### src/hdl/tmc_pkg.sv
// Package for the timer/counter: register map, field positions, resets, timing
package tmc_pkg;

  // Printed register indices; byte address is four times the index
  localparam logic [7:0] IDX_TIMER_COUNT      = 8'h01;
  localparam logic [7:0] IDX_COMPARATOR_ONE   = 8'h08;
  localparam logic [7:0] IDX_COMPARATOR_TWO   = 8'h0B;
  localparam logic [7:0] IDX_OPTION           = 8'h0C;
  localparam logic [7:0] IDX_PIN_DIRECTION    = 8'h0D;

  localparam int unsigned ADDR_W = 8;
  localparam logic [ADDR_W-1:0] OFS_TIMER_COUNT    = ADDR_W'(IDX_TIMER_COUNT * 4);
  localparam logic [ADDR_W-1:0] OFS_COMPARATOR_ONE = ADDR_W'(IDX_COMPARATOR_ONE * 4);
  localparam logic [ADDR_W-1:0] OFS_COMPARATOR_TWO = ADDR_W'(IDX_COMPARATOR_TWO * 4);
  localparam logic [ADDR_W-1:0] OFS_OPTION         = ADDR_W'(IDX_OPTION * 4);
  localparam logic [ADDR_W-1:0] OFS_PIN_DIRECTION  = ADDR_W'(IDX_PIN_DIRECTION * 4);

  // Option register fields
  localparam int unsigned OPT_COUNT_SOURCE_SELECT = 5;
  localparam int unsigned OPT_SOURCE_EDGE_SELECT  = 4;
  localparam int unsigned OPT_PRESCALER_ASSIGN    = 3;
  localparam int unsigned OPT_RATIO_SELECT_LSB    = 0;
  localparam int unsigned RATIO_SELECT_W          = 3;

  // Comparator one control fields
  localparam int unsigned CMP_OUTPUT              = 7;
  localparam int unsigned CMP_OUTPUT_ENABLE       = 6;
  localparam int unsigned CMP_COUNT_SELECT        = 4;

  // Reset values
  localparam logic [7:0] RST_TIMER_COUNT    = 8'h00;
  localparam logic [7:0] RST_COMPARATOR     = 8'hFF;
  localparam logic [7:0] RST_OPTION         = 8'hFF;
  localparam logic [5:0] RST_PIN_DIRECTION  = 6'h3F;
  localparam logic [7:0] RST_PRESCALER      = 8'h00;

  // Timing: one quarter phase per clock, four per instruction cycle
  localparam int unsigned TOSC_NS           = 4;
  localparam int unsigned CLK_MHZ           = 250;
  localparam int unsigned QUARTER_CYCLES    = (TOSC_NS * CLK_MHZ + 999) / 1000;
  localparam int unsigned PHASES_PER_CYCLE  = 4;
  localparam logic [1:0]  PHASE_SECOND      = 2'h1;
  localparam logic [1:0]  PHASE_FOURTH      = 2'h3;
  localparam logic [1:0]  WRITE_HOLD_CYCLES = 2'h2;

  typedef struct packed {
    logic [1:0]  phase;
    logic [7:0]  count;
    logic [1:0]  inhibit;
    logic [7:0]  presc;
    logic        src_prev;
    logic        sample;
    logic        pend;
    logic [7:0]  option;
    logic [7:0]  cmp1;
    logic [7:0]  cmp2;
    logic [5:0]  dir;
    logic [5:0]  pin_dir;
    logic [31:0] prdata;
    logic        pready;
    logic        pslverr;
  } tmc_state_type;

endpackage

### src/hdl/tmc_sync2.sv
// Two-flop synchroniser for a level from outside the clock domain
`timescale 1ns/100ps
module tmc_sync2 (
  // Clock and reset
  input  wire logic i_clk,
  input  wire logic i_rstn,
  // Level in and out
  input  wire logic i_level,
  output logic      o_level
);
  logic meta;

  always_ff @(posedge i_clk or negedge i_rstn) begin
    if (!i_rstn) begin
      meta    <= 1'b0;
      o_level <= 1'b0;
    end else begin
      meta    <= i_level;
      o_level <= meta;
    end
  end
endmodule // tmc_sync2

### src/hdl/tmc_timer.sv
// Eight-bit timer/counter with shared prescaler and APB register access
`timescale 1ns/100ps
// Notes on behaviour
// - Source select clear: count every instruction cycle while watchdog owns prescaler
// - Count write holds off increments two cycles
// - Pin counting needs source, comparator-select, output-enable set
// - Pin edge select: clear rising, set falling
// - Comparator select clear counts comparator; enable ignored
// - Prescaler belongs to timer or watchdog; clear gives timer
// - Prescaler count never visible to software
// - Prescaler ratios powers of two, 1:2 to 1:256
// - Sample source on second and fourth quarter phases
// - Prescaler divides external input, symmetric output
// - Increment three to seven periods after edge
// - Source select set forces count pin to input
// - Count register eight bits, read and write
// - Shared prescaler is an eight-bit counter
// - Count write clears prescaler when timer owns it
// - Reset clears prescaler to zero
module tmc_timer #(
  parameter int unsigned COUNT_PIN_BIT = 5
) (
  // Clock and reset
  input  wire logic                          i_clk,
  input  wire logic                          i_rstn,
  // APB slave
  input  wire logic                          i_psel,
  input  wire logic                          i_penable,
  input  wire logic                          i_pwrite,
  input  wire logic [tmc_pkg::ADDR_W-1:0]    i_paddr,
  input  wire logic [31:0]                   i_pwdata,
  output logic      [31:0]                   o_prdata,
  output logic                               o_pready,
  output logic                               o_pslverr,
  // Count sources
  input  wire logic                          i_external_count_pin,
  input  wire logic                          i_comparator_out,
  // Pin and status outputs
  output logic      [5:0]                    o_pin_direction,
  output logic      [7:0]                    o_timer_count,
  output logic                               o_prescaler_to_watchdog
);
  import tmc_pkg::*;

  // Only six direction bits exist, so a larger index cannot be served
  if (COUNT_PIN_BIT > 5) begin : g_bad_count_pin
    $error("COUNT_PIN_BIT must select one of six pins");
  end

  localparam tmc_state_type RESET_STATE = '{
    phase:    2'h0,
    count:    RST_TIMER_COUNT,
    inhibit:  2'h0,
    presc:    RST_PRESCALER,
    // Start as if already high, so a high level at reset is not an edge
    src_prev: 1'b1,
    sample:   1'b1,
    pend:     1'b0,
    option:   RST_OPTION,
    cmp1:     RST_COMPARATOR,
    cmp2:     RST_COMPARATOR,
    dir:      RST_PIN_DIRECTION,
    pin_dir:  RST_PIN_DIRECTION,
    prdata:   32'h0000_0000,
    pready:   1'b0,
    pslverr:  1'b0
  };

  tmc_state_type s;
  tmc_state_type next_s;

  logic pin_sync;
  logic cmp_sync;

  // Both sources arrive from outside the clock domain
  tmc_sync2 u_pin_sync (
    .i_clk   (i_clk),
    .i_rstn  (i_rstn),
    .i_level (i_external_count_pin),
    .o_level (pin_sync)
  );

  tmc_sync2 u_cmp_sync (
    .i_clk   (i_clk),
    .i_rstn  (i_rstn),
    .i_level (i_comparator_out),
    .o_level (cmp_sync)
  );

  logic                      count_src_sel;
  logic                      edge_sel;
  logic                      presc_to_wdt;
  logic [RATIO_SELECT_W-1:0] ratio;
  logic                      mode_pin;
  logic                      mode_cmp;
  logic                      ext_level;
  logic                      presc_tick;
  logic                      presc_out;
  logic                      sample_now;
  logic                      fresh_edge;
  logic                      cycle_end;
  logic                      want_inc;
  logic                      setup;
  logic                      complete;
  logic                      wr;
  logic                      mapped;
  logic [31:0]               rdata;

  always_comb begin
    next_s        = s;
    count_src_sel = s.option[OPT_COUNT_SOURCE_SELECT];
    edge_sel      = s.option[OPT_SOURCE_EDGE_SELECT];
    presc_to_wdt  = s.option[OPT_PRESCALER_ASSIGN];
    ratio         = s.option[OPT_RATIO_SELECT_LSB +: RATIO_SELECT_W];

    // Quarter phase sequencer; phase 3 closes the instruction cycle
    next_s.phase = s.phase + 2'h1;
    cycle_end    = (s.phase == PHASE_FOURTH);
    sample_now   = (s.phase == PHASE_SECOND) || (s.phase == PHASE_FOURTH);

    // Count source selection
    mode_pin = count_src_sel && s.cmp1[CMP_COUNT_SELECT]
               && s.cmp1[CMP_OUTPUT_ENABLE];
    mode_cmp = count_src_sel && !s.cmp1[CMP_COUNT_SELECT];
    // Inverting the pin turns falling edges into rising ones
    if (mode_pin) begin
      ext_level = pin_sync ^ edge_sel;
    end else if (mode_cmp) begin
      ext_level = cmp_sync;
    end else begin
      ext_level = 1'b0;
    end
    next_s.src_prev = ext_level;

    // Prescaler advances only while the timer owns it
    if (count_src_sel) begin
      presc_tick = ext_level && !s.src_prev;
    end else begin
      presc_tick = cycle_end;
    end
    if (!presc_to_wdt && presc_tick) begin
      next_s.presc = s.presc + 8'h01;
    end

    // Bit n of the counter has a period of 2^(n+1) ticks, half high, half low
    if (presc_to_wdt) begin
      presc_out = ext_level;
    end else begin
      presc_out = s.presc[ratio];
    end

    // Sample on two phases; a rising sample is held until the cycle ends
    fresh_edge = 1'b0;
    if (sample_now) begin
      next_s.sample = presc_out;
      fresh_edge    = presc_out && !s.sample;
      if (fresh_edge) begin
        next_s.pend = 1'b1;
      end
    end

    if (!count_src_sel && presc_to_wdt) begin
      want_inc = cycle_end;
    end else begin
      want_inc = cycle_end && (s.pend || fresh_edge);
    end
    if (cycle_end) begin
      next_s.pend = 1'b0;
    end

    // Increment, unless held off after a write
    if (cycle_end && (s.inhibit != 2'h0)) begin
      next_s.inhibit = s.inhibit - 2'h1;
    end else if (want_inc) begin
      next_s.count = s.count + 8'h01;
    end

    // APB: one wait state, data and response registered with pready
    setup    = i_psel && i_penable && !s.pready;
    complete = i_psel && i_penable && s.pready;
    wr       = complete && i_pwrite && !s.pslverr;
    mapped   = (i_paddr == OFS_TIMER_COUNT) || (i_paddr == OFS_COMPARATOR_ONE)
               || (i_paddr == OFS_COMPARATOR_TWO) || (i_paddr == OFS_OPTION)
               || (i_paddr == OFS_PIN_DIRECTION);

    // Option and direction are write-only; prescaler has no address at all
    rdata = 32'h0000_0000;
    if (i_paddr == OFS_TIMER_COUNT) begin
      rdata = {24'h00_0000, s.count};
    end else if (i_paddr == OFS_COMPARATOR_ONE) begin
      rdata = {24'h00_0000, cmp_sync, s.cmp1[6:0]};
    end else if (i_paddr == OFS_COMPARATOR_TWO) begin
      rdata = {24'h00_0000, s.cmp2};
    end

    next_s.pready = setup;
    if (setup) begin
      next_s.prdata  = i_pwrite ? 32'h0000_0000 : rdata;
      next_s.pslverr = !mapped;
    end else if (complete) begin
      next_s.prdata  = 32'h0000_0000;
      next_s.pslverr = 1'b0;
    end

    if (wr) begin
      if (i_paddr == OFS_TIMER_COUNT) begin
        // A write outranks an increment in the same cycle
        next_s.count   = i_pwdata[7:0];
        next_s.inhibit = WRITE_HOLD_CYCLES;
        next_s.pend    = 1'b0;
        next_s.sample  = 1'b0;
        if (!presc_to_wdt) begin
          next_s.presc = RST_PRESCALER;
        end
      end else if (i_paddr == OFS_COMPARATOR_ONE) begin
        next_s.cmp1[6:0] = i_pwdata[6:0];
      end else if (i_paddr == OFS_COMPARATOR_TWO) begin
        next_s.cmp2 = i_pwdata[7:0];
      end else if (i_paddr == OFS_OPTION) begin
        next_s.option = i_pwdata[7:0];
      end else if (i_paddr == OFS_PIN_DIRECTION) begin
        next_s.dir = i_pwdata[5:0];
      end
    end

    // Count pin becomes an input whenever the source select is set
    next_s.pin_dir = next_s.dir;
    if (next_s.option[OPT_COUNT_SOURCE_SELECT]) begin
      next_s.pin_dir[COUNT_PIN_BIT] = 1'b1;
    end
  end

  always_ff @(posedge i_clk or negedge i_rstn) begin
    if (!i_rstn) begin
      s <= RESET_STATE;
    end else begin
      s <= next_s;
    end
  end

  assign o_prdata                = s.prdata;
  assign o_pready                = s.pready;
  assign o_pslverr               = s.pslverr;
  assign o_pin_direction         = s.pin_dir;
  assign o_timer_count           = s.count;
  assign o_prescaler_to_watchdog = s.option[OPT_PRESCALER_ASSIGN];

endmodule // tmc_timer

### config.mk
export PLATFORM = sky130hd
export DESIGN_NAME = tmc_timer
export DESIGN_NICKNAME = d
export VERILOG_FILES = /design/src/hdl/tmc_pkg.sv /design/src/hdl/tmc_sync2.sv /design/src/hdl/tmc_timer.sv
export SDC_FILE = /design/constraint.sdc
export NUM_CORES = 1
export LEC_CHECK = 0
export ABC_AREA = 1
export BUFFER_PORTS_ARGS = -buffer_cell sky130_fd_sc_hd__clkbuf_2
export CAP_MARGIN = 30
export CORE_UTILIZATION = 45
export DETAILED_ROUTE_END_ITERATION = 16
export PLACE_DENSITY = 0.7
export SLEW_MARGIN = 20
export SYNTH_ARGS = -nofsm -noshare
export SYNTH_HDL_FRONTEND = slang
export SYNTH_HIERARCHICAL = 1
export SYNTH_SLANG_ARGS = --single-unit
### constraint.sdc
create_clock -name i_clk -period 3.1 [get_ports i_clk]
set_clock_uncertainty 0.05 [all_clocks]
set_input_delay 0.465 -clock i_clk [delete_from_list [all_inputs] [get_ports i_clk]]
set_output_delay 0.465 -clock i_clk [all_outputs]
set_load 0.02 [all_outputs]
==> metrics.cfg, run 1 <==
[run_status]
status = completed

[critical_path]
r2r-start = o_pslverr
cp-end-kind = register
critPathArrivalTime_ns = 2.17
worst_ep_required_time_ns = 3.32
worst-r2r-setup-slack_ns = 1.16
worstSetupPathType = reg2reg
start_kind = register
startpoint = o_pslverr
path_max_fanout = 11
rr_endpoint = o_pin_direction[5]
reg2reg_depth = 4

[clock_tree]
postCtsSetupBuffers = 0
postCtsHoldBufs = 0
clkTransAtPathRegs_ns = 0.07
h-tree-depth = 3
ctsRootBufferMaster = clkbuf_8
cts_tree = yes
clock_latency_ns = 0.35
clkSinkCount = 65
cts_buffers = 9
clock_tree.buffer_depth = 2
cts_resized = 0

[route]
drtPass1Iterations = 4
antenna_left = 0
vias = 2957
route.detailed.drc = 0
drt_wl_total_mm = 7.84
post_drt_wl_per_cell_um = 13.0
drt_iter0_drc = 170
viasPerCell = 4.92

[pwr]
leakagePower_nw = 2.07
p_int_mw = 1.35
swShare_pct = 33.0
combPwrFrac_pct = 19.0
vdd_drop_max_v = 0.000313
p_sw_mw = 0.664
pwr-share-seq_pct = 49.2
power.density_nw_per_um2 = 504
power_mw = 2.01
clock_power_share_pct = 31.8

[floorplanning]
dieArea_um2 = 8690
rows = 32
die_y_um = 93.2
coreArea_um2 = 7890
initial_utilization_pct = 47.5
die_x_um = 93.2
ioPinCount = 96

[synth]
synthAdderAreaFrac_pct = 1.67
synth_xor_xnor_area_share_pct = 1.40
synth_seq_area_share_pct = 44.5
synth_top_family_by_area = simple AND/OR/NAND/NOR gates
synth_area_um2 = 3740
synth_compound_area_share_pct = 10.1
synthMuxAreaShare_pct = 1.17
syn_inst = 463
synth.distinct_cells = 37
yosysWarnings = 6
yosys.area_share.simple_pct = 21.8
synth_seq_cells = 65
syn_area_per_cell_um2 = 8.09

[sta]
slew_headroom_pct = 65.8
rsz0062_at_grt = no
hold_viol = 0
setup_viol = 0
fin_crit_ns = 1.94
post-route-period-util_pct = 62.7
slew_viol_final = 0
timing.fmax_mhz = 515
fin_tns_setup_ns = 0
setup_ws_ns = 1.16
worst_pin_slew_ns = 0.509

[global_route]
grt_pass1_wl_mm = 13.6
grt_max_degree = 41
grtUsageTotal_pct = 20.4
grt_pass1_vias = 2790
grt-ovfl-total = 0
antenna_found_initial = 0

[placed_design]
place_ws_ns = 0.859
routabilityCongestion = 0.826
port_buffers = 47
dp_hpwl_mm = 5.92

[cells_and_area]
antenna_cells = 0
synthToLayoutAreaGrowth_pct = 6.58
final_nets = 546
drive_gt1_share_pct = 23.8

[job]
cap_violations = 0

[hold_path]
hold_path.class = in2async

cells in the final DEF, fill, tap and decap left out, drive strengths merged:
cell / count
a221oi: 6
nor3: 9
ha: 5
buf: 3
o41ai: 1
xnor2: 1
o21ai: 43
o31ai: 2
nand3: 33
o22ai: 4
dfstp: 30
inv: 88
nand4: 4
conb: 24
nor2: 23
nand2: 105
dfrtp: 35
clkinv: 2
clkinvlp: 1
mux2i: 1
nor4: 1
clkbuf: 60
xor2: 5
mux2: 3
a21oi: 8
o211ai: 1
a32o: 1
area by class of cell:
type                            instances  area (um^2)
Inverter                               88          330
Sequential cell                        65         1660
Multi-Input combinational cell        280         1440
Tap cell                              102          128
Fill cell                             781         3900
Clock inverter                          3         17.5
Timing Repair Buffer                   50          258
Clock buffer                           13          149
worst max path at each step:
stage | to | depth (start not counted)
finish | o_pin_direction[5] | 4
global route | o_timer_count[3] | 8
CTS | s[77] | 11
detailed placement | o_pin_direction[5] | 6
global placement | o_pin_direction[5] | 6
floorplan | o_timer_count[4] | 8
per-layer routing:
metal	global-route usage, %	routed length (um)	vias up
li1	-	-	1452
met4	6.15	113	0
met5	0	0	-
met2	34.1	3860	82
met3	5.04	437	12
met1	26.0	3430	1411
cell usage after synthesis:
library cell,count,area (um^2)
inv_1,83,312
nor2_2,4,25.0
nand2_2,4,25.0
o22ai_1,4,25.0
a221oi_1,6,52.6
nor2_1,16,60.1
nand4_4,1,21.3
nand2_4,1,11.3
conb_1,1,3.75
ha_1,5,62.6
nor2_4,3,33.8
buf_6,2,22.5
clkbuf_1,1,3.75
nor4_4,1,21.3
o211ai_1,1,7.51
nand4_1,3,18.8
nor3_2,2,20.0
buf_2,4,20.0
mux2i_1,1,10.0
xor2_1,5,43.8
o21ai_2,1,8.76
inv_2,5,18.8
nand3_1,32,160
a32o_1,1,10.0
nand3_2,1,10.0
a21oi_1,8,40.0
o41ai_1,1,8.76
o31ai_1,2,15.0
nand2_1,100,375
nor3_1,7,35.0
mux2_2,3,33.8
o21ai_1,6,30.0
xnor2_1,1,8.76
dfrtp_1,35,876
dfstp_2,30,788
o21ai_0,36,180
buf_4,46,345
cell families (layout without fill, tap and decap cells):
group | Yosys count | count (layout)
flip-flops | 65 | 65
other | 1 | 24
AND/OR/NAND/NOR | 175 | 175
multiplexers | 4 | 4
AO/OA/AOI/OAI | 66 | 66
adder cells (fa/ha/maj) | 5 | 5
XOR/XNOR | 6 | 6
buffers and inverters | 141 | 154
registers in the layout (all words and copies together), names as in the netlist, 3 cells and up:
name,count
s,31
ratio,3
o_prdata,8
o_pin_direction,6
o_timer_count,8
worst max-delay path, stage by stage, from the launching register on:
cell and delay [ns]:
dfrtp_1 0.42, nor4_4 0.53, nand3_1 0.47, o21ai_1 0.32, nand2_1 0.08
power by group through the flow:
stage,registers (mW),logic (mW),clock network (mW)
4_1_cts,0.989,0.386,0.646
6_report,0.990,0.383,0.639
3_3_place_gp,1.00,0.378,0
2_1_floorplan,0.980,0.341,0
5_1_grt,0.999,0.442,0.685
3_5_place_dp,1.00,0.385,0
through the flow:
stage               hold WS [ns]  instances  util, %  area [um^2]
detailed placement         0.286        585     48.5         3820
floorplan                  0.119        486        -         3830
global placement           0.283        585     48.5         3820
CTS                       0.0685        601     50.6         3990
global route              0.0860        601     50.6         3990
finish                    0.0641        601     50.6         3990
Note: power is estimated with default switching activity, not from simulation.
==> inputs of run 2 (changes only) <==
clock period = 2 ns   (was 3.1 ns; I/O delays follow)
==> metrics.cfg, run 2 (synthesis results as in run 1) <==
[job]
cap_violations = 0  ; unchanged

[sta]
fin_tns_setup_ns = 0  ; unchanged
fin_crit_ns = 1.86  ; -0.0862 ns
setup_ws_ns = 0.144  ; -1.01 ns
timing.fmax_mhz = 539  ; +4.6%
hold_viol = 0  ; unchanged
slew_viol_final = 0  ; unchanged
post-route-period-util_pct = 92.8  ; +30 points
hold_slack_ns = 0.120  ; +0.0559 ns
setup_viol = 0  ; unchanged

[critical_path]
critPathCapture = s[77]
crit_slowest_cell = dfstp_2
start_kind = register
cp-end-kind = register
critPathArrivalTime_ns = 2.04  ; -0.13 ns
path_cells = nand3_1, o21ai_2, nand2_1, nand2_1, nand3_2, nor2_2, nand3_2, nor2_1, nand2_1, nand2_1, inv_1
path_max_fanout = 5  ; -6
cpMostUsedCell = nand2_1
worst-r2r-setup-slack_ns = 0.14  ; -1.01 ns
worst_ep_required_time_ns = 2.19  ; -1.13 ns
r2r-start = count_src_sel
reg2reg_depth = 11  ; +7
worstSetupPathType = reg2reg
slowest_delay_ns = 0.56  ; +0.03 ns
rr_endpoint = s[77]
startpoint = count_src_sel

[cells_and_area]
antenna_cells = 0  ; unchanged
drive_gt1_share_pct = 26.2  ; +2.4 points
largest_register_ffs = 31  ; unchanged
stdcell_area_um2 = 4160  ; +4.2%
utilization_pct = 52.7  ; +2.1 points
final_cell_mix = nand2_1 (100), inv_1 (83), clkbuf_2 (47)
synthToLayoutAreaGrowth_pct = 11.0
final_common_cell = nand2_1
final_nets = 558  ; +2.2%
largest-register = s
fin_cells = 613  ; +2.0%

[clock_tree]
ctsRootBufferMaster = clkbuf_8
cts_tree = yes
clkTransAtPathRegs_ns = 0.07  ; about the same
clkSinkCount = 65  ; unchanged
clock_latency_ns = 0.34  ; about the same
cts_buffers = 9  ; unchanged
clock_tree.buffer_depth = 2  ; unchanged
h-tree-depth = 3  ; unchanged

[global_route]
grt-ovfl-total = 0  ; unchanged
antenna_found_initial = 0  ; unchanged
grtUsageTotal_pct = 19.8  ; -0.61 points
grt_max_degree = 51  ; +24%
grt_pass1_vias = 2792  ; +0.072%
grt_pass1_wl_mm = 13.1  ; -3.5%

[placed_design]
port_buffers = 47  ; unchanged
place_area_um2 = 3900  ; +1.9%
routabilityCongestion = 0.838  ; +1.5%
dp_hpwl_mm = 5.99  ; +1.1%
dp.cells = 593  ; +1.4%
place_ws_ns = 0.0170  ; -0.842 ns

[floorplanning]
die_y_um = 93.2  ; unchanged
initial_utilization_pct = 47.5  ; unchanged
dieArea_um2 = 8690  ; unchanged
ioPinCount = 96  ; unchanged
die_x_um = 93.2  ; unchanged
rows = 32  ; unchanged
coreArea_um2 = 7890  ; unchanged

[pwr]
clock_power_share_pct = 34.6  ; +2.8 points
p_sw_mw = 1.05  ; +58%
vdd_drop_max_v = 0.000484  ; +55%
p_int_mw = 2.24  ; +66%
combPwrFrac_pct = 19.2  ; +0.2 points
power_mw = 3.29  ; +63%
pwr-share-seq_pct = 46.2  ; -3.0 points
swShare_pct = 32.0  ; -1.1 points
power.density_nw_per_um2 = 790  ; +57%
leakagePower_nw = 2.15  ; +3.6%

[route]
post_drt_wl_per_cell_um = 12.7  ; -2.5%
drt_iter0_drc = 184  ; +8.2%
drt_wl_total_mm = 7.80  ; -0.57%
route.detailed.drc = 0  ; unchanged
antenna_left = 0  ; unchanged
vias = 2954  ; -0.10%
viasPerCell = 4.82  ; -2.1%
drtPass1Iterations = 4  ; unchanged

[hold_path]
hold_path.class = in2reg

[run_status]
status = completed

-- run 2: cell types whose count changed in the layout (fill, tap and decap cells not counted), moves of 2 or more --
cell and change:
buf_4 +8, clkbuf_1 -3, clkinv_4 +2, dlygate4sd3_1 +3
nand3_1 -2, nand3_2 +2
-- run 2: timing repair --
item,4_1_cts,5_1_grt
hold buffers,1,2
gates resized for setup,0,5
endpoints found under the hold margin,14,2
buffers inserted,0,1
endpoints found under the setup margin,0,19
-- run 2: worst max-delay path: cells and delay by family (launching register included) --
family	cells	cell delay [ns]
DFF	1	0.56
and+or+nand+nor	9	0.89
AOI/OAI and AO/OA	1	0.22
buffers and inverters	1	0.03
-- run 2: metal layers --
metal	GRT usage [%]	part of all wire, %
met4	5.00	1.2
met5	0	0
met3	5.37	4.6
met2	34.1	50
met1	24.4	44
-- run 2: final cells by class --
class | count | area, um^2
clock buffer | 10 | 138
tap | 102 | 128
multi-input combinational | 280 | 1460
timing repair buffer | 62 | 368
inverter | 88 | 330
clock inverter | 6 | 67.6
sequential | 65 | 1660
fill | 758 | 3730
-- run 2: worst min path at each step --
stage | slack [ns] | to | cells after the start | startpoint
floorplan | -0.05 | o_prdata[0] | 0 | i_rstn
global placement | 0.22 | s[73] | 1 | i_rstn
detailed placement | 0.21 | s[80] | 1 | i_rstn
CTS | 0.0001 | u_pin_sync/meta | 1 | i_external_count_pin
global route | 0.12 | s[53] | 3 | i_pwdata[7]
finish | 0.12 | s[53] | 3 | i_pwdata[7]
-- run 2: power by group through the flow --
stage	sequential, mW	combinational (mW)	clock (mW)
after floorplan	1.52	0.529	0
after global placement	1.53	0.621	0
after detailed placement	1.54	0.631	0
after CTS	1.52	0.634	1.16
after global routing	1.53	0.726	1.22
final	1.52	0.632	1.14
==> inputs of run 3 (changes only) <==
PLACE_DENSITY = 0.69   (was 0.7)
SYNTH_HIERARCHICAL = not set   (was 1)
==> metrics.cfg, run 3 <==
[floorplanning]
initial_utilization_pct = 46.1  ; -1.4 points
coreArea_um2 = 8180  ; +3.6%
dieArea_um2 = 8740  ; +0.58%
die_y_um = 93.5  ; +0.29%
die_x_um = 93.5  ; +0.29%
rows = 33  ; +3.1%
ioPinCount = 96  ; unchanged

[synth]
synth_area_leaders = dfrtp_1 (23%), dfstp_2 (21%), nand2_1 (10%), buf_4 (9.2%), inv_1 (7.4%)
syn_area_per_cell_um2 = 8.13  ; +0.60%
yosysWarnings = 0  ; -6
yosysTopAreaCell = dfrtp_1
synthArstFlopShare_pct = 100  ; unchanged
syn_inst = 463  ; unchanged
synth.distinct_cells = 40  ; +8.1%
synth_seq_area_share_pct = 44.2  ; -0.27 points
synth_area_um2 = 3770  ; +0.60%
synth_seq_cells = 65  ; unchanged
synth.top_cell.area_share_pct = 23.3  ; -0.14 points
ys.flop_type = dfrtp_1
yosysMostFrequentCell = nand2_1
synthTopCellsByCount = nand2_1 (103), inv_1 (74), buf_4 (46), dfrtp_1 (35), nand3_1 (32)
synth_edf_count = 0  ; unchanged

[clock_tree]
clkTransAtPathRegs_ns = 0.08  ; about the same
ctsRootBufferMaster = clkbuf_8
postCtsSetupBuffers = 0  ; unchanged
clock_tree.buffer_depth = 2  ; unchanged
h-tree-depth = 3  ; unchanged
clock_latency_ns = 0.34  ; about the same
clkSinkCount = 65  ; unchanged
cts_tree = yes
cts_buffers = 9  ; unchanged

[placed_design]
dp_hpwl_mm = 5.76  ; -3.8%
routabilityCongestion = 0.860  ; +2.7%
place_ws_ns = 0.136  ; +0.119 ns
port_buffers = 47  ; unchanged

[sta]
post-route-period-util_pct = 91.3  ; -1.5 points
hold_viol = 0  ; unchanged
timing.fmax_mhz = 548  ; +1.6%
setup_viol = 0  ; unchanged
setup_ws_ns = 0.174  ; +0.0300 ns
rsz0062_at_grt = yes
fin_crit_ns = 1.83  ; -0.0300 ns
slew_viol_final = 0  ; unchanged

[route]
drt_wl_total_mm = 7.69  ; -1.3%
route.detailed.drc = 0  ; unchanged
antenna_left = 0  ; unchanged
viasPerCell = 4.84  ; +0.35%
drt_iter0_drc = 182  ; -1.1%
vias = 2974  ; +0.68%
drtPass1Iterations = 4  ; unchanged
post_drt_wl_per_cell_um = 12.5  ; -1.7%

[global_route]
antenna_found_initial = 0  ; unchanged
grt-ovfl-total = 0  ; unchanged
grtUsageTotal_pct = 19.3  ; -0.41 points
grt_max_degree = 66  ; +29%
grt_pass1_wl_mm = 12.8  ; -2.3%
grt_pass1_vias = 2744  ; -1.7%

[critical_path]
worst_ep_required_time_ns = 2.22  ; +0.03 ns
path_max_fanout = 5  ; unchanged
startpoint = edge_sel
r2r-start = edge_sel
cp-end-kind = register
worstSetupPathType = reg2reg
critPathArrivalTime_ns = 2.05  ; about the same
start_kind = register

[cells_and_area]
antenna_cells = 0  ; unchanged
final_common_cell = nand2_1
final_nets = 557  ; -0.18%
drive_gt1_share_pct = 26.7  ; +0.44 points
largest-register = s
synthToLayoutAreaGrowth_pct = 10.6
final_cell_mix = nand2_1 (103), inv_1 (74), clkbuf_2 (47)
utilization_pct = 51.0  ; -1.7 points
largest_register_ffs = 31  ; unchanged

[hold_path]
hold_path.class = in2reg
min_from = i_pwdata[7]

[pwr]
vdd_drop_max_v = 0.000317  ; -34%
leakagePower_nw = 2.15  ; +0.26%
power.density_nw_per_um2 = 756  ; -4.3%

[run_status]
status = completed

[job]
cap_violations = 0  ; unchanged

run 3: changes by cell type after synthesis, moves of 2 or more:
cell / previous run / this run
nand2_1: 100 / 103
nand2_2: 4 / 2
o21ai_1: 6 / 14
inv_1: 83 / 74
o21ai_0: 36 / 26
mux2i_1: 1 / 3
inv_2: 5 / 9
nor3_1: 7 / 5
o22ai_1: 4 / 2
nor2_1: 16 / 19
run 3: power breakdown:
group	internal, mW	leakage, nW	switching, mW
Clock	0.614	0.107	0.533
Sequential	1.39	0.742	0.0938
Combinational	0.180	1.31	0.341
run 3: critical path, cell delays in order, from the launching register on:
cell	delay (ns)
dfstp_2	0.55
xnor2_1	0.09
o21ai_2	0.21
nand2_1	0.07
nand2_1	0.07
nand3_2	0.14
nor3_1	0.20
nand3_1	0.12
nor2_1	0.14
nand2_1	0.06
o21ai_1	0.06
run 3: path summary, 6_finish.rpt:
check                                     endpoint  slack, ns  cells after the start
worst min register to register  u_pin_sync.o_level       0.31                      0
worst max register to register               s[80]       0.17                     10
worst max-delay path                         s[80]       0.17                     10
min in group asynchronous         o_timer_count[3]       0.43                      3
max in group asynchronous                    s[52]       1.13                      3
worst min-delay path                         s[53]       0.14                      3
run 3: area by class of cell:
type                       count  area, um^2
timing repair buffer          61         360
tap                          105         131
clock inverter                 6        66.3
multi-input combinational    285        1500
clock buffer                  10         138
inverter                      83         312
fill                         802        4010
sequential                    65        1660
run 3: per-layer routing:
layer	track usage, %	part of all wire, %	vias up	wire length [um]
met1	26.6	48	1406	3670
met4	8.21	1.8	0	137
met2	29.8	46	81	3530
li1	-	-	1473	-
met5	0	0	-	0
met3	3.58	4.5	14	347
run 3: repair_timing:
item	in CTS	in global routing
hold endpoints to repair	37	0
resized for setup	0	2
endpoints found under the setup margin	0	2
hold buffers	3	0
run 3: cell families after synthesis:
kind of cell | share of synthesized area, %
mux | 1.69
simple gates | 22.4
flops | 44.2
fa+ha+maj | 1.66
other cells | 0.0996
xor+xnor | 1.40
compound gates | 9.90
buf+inv | 18.7
run 3: per-stage QoR:
step	hold WS, ns	area [um^2]	power, mW	setup TNS, ns	cells
final	0.138	4170	3.15	0	615
after detailed placement	0.296	3920	2.03	0	596
after floorplan	-0.0456	3850	1.92	0	486
after global routing	0.123	4170	3.30	-0.0283	615
after global placement	0.285	3920	2.01	0	596
after CTS	0.121	4160	3.19	0	615
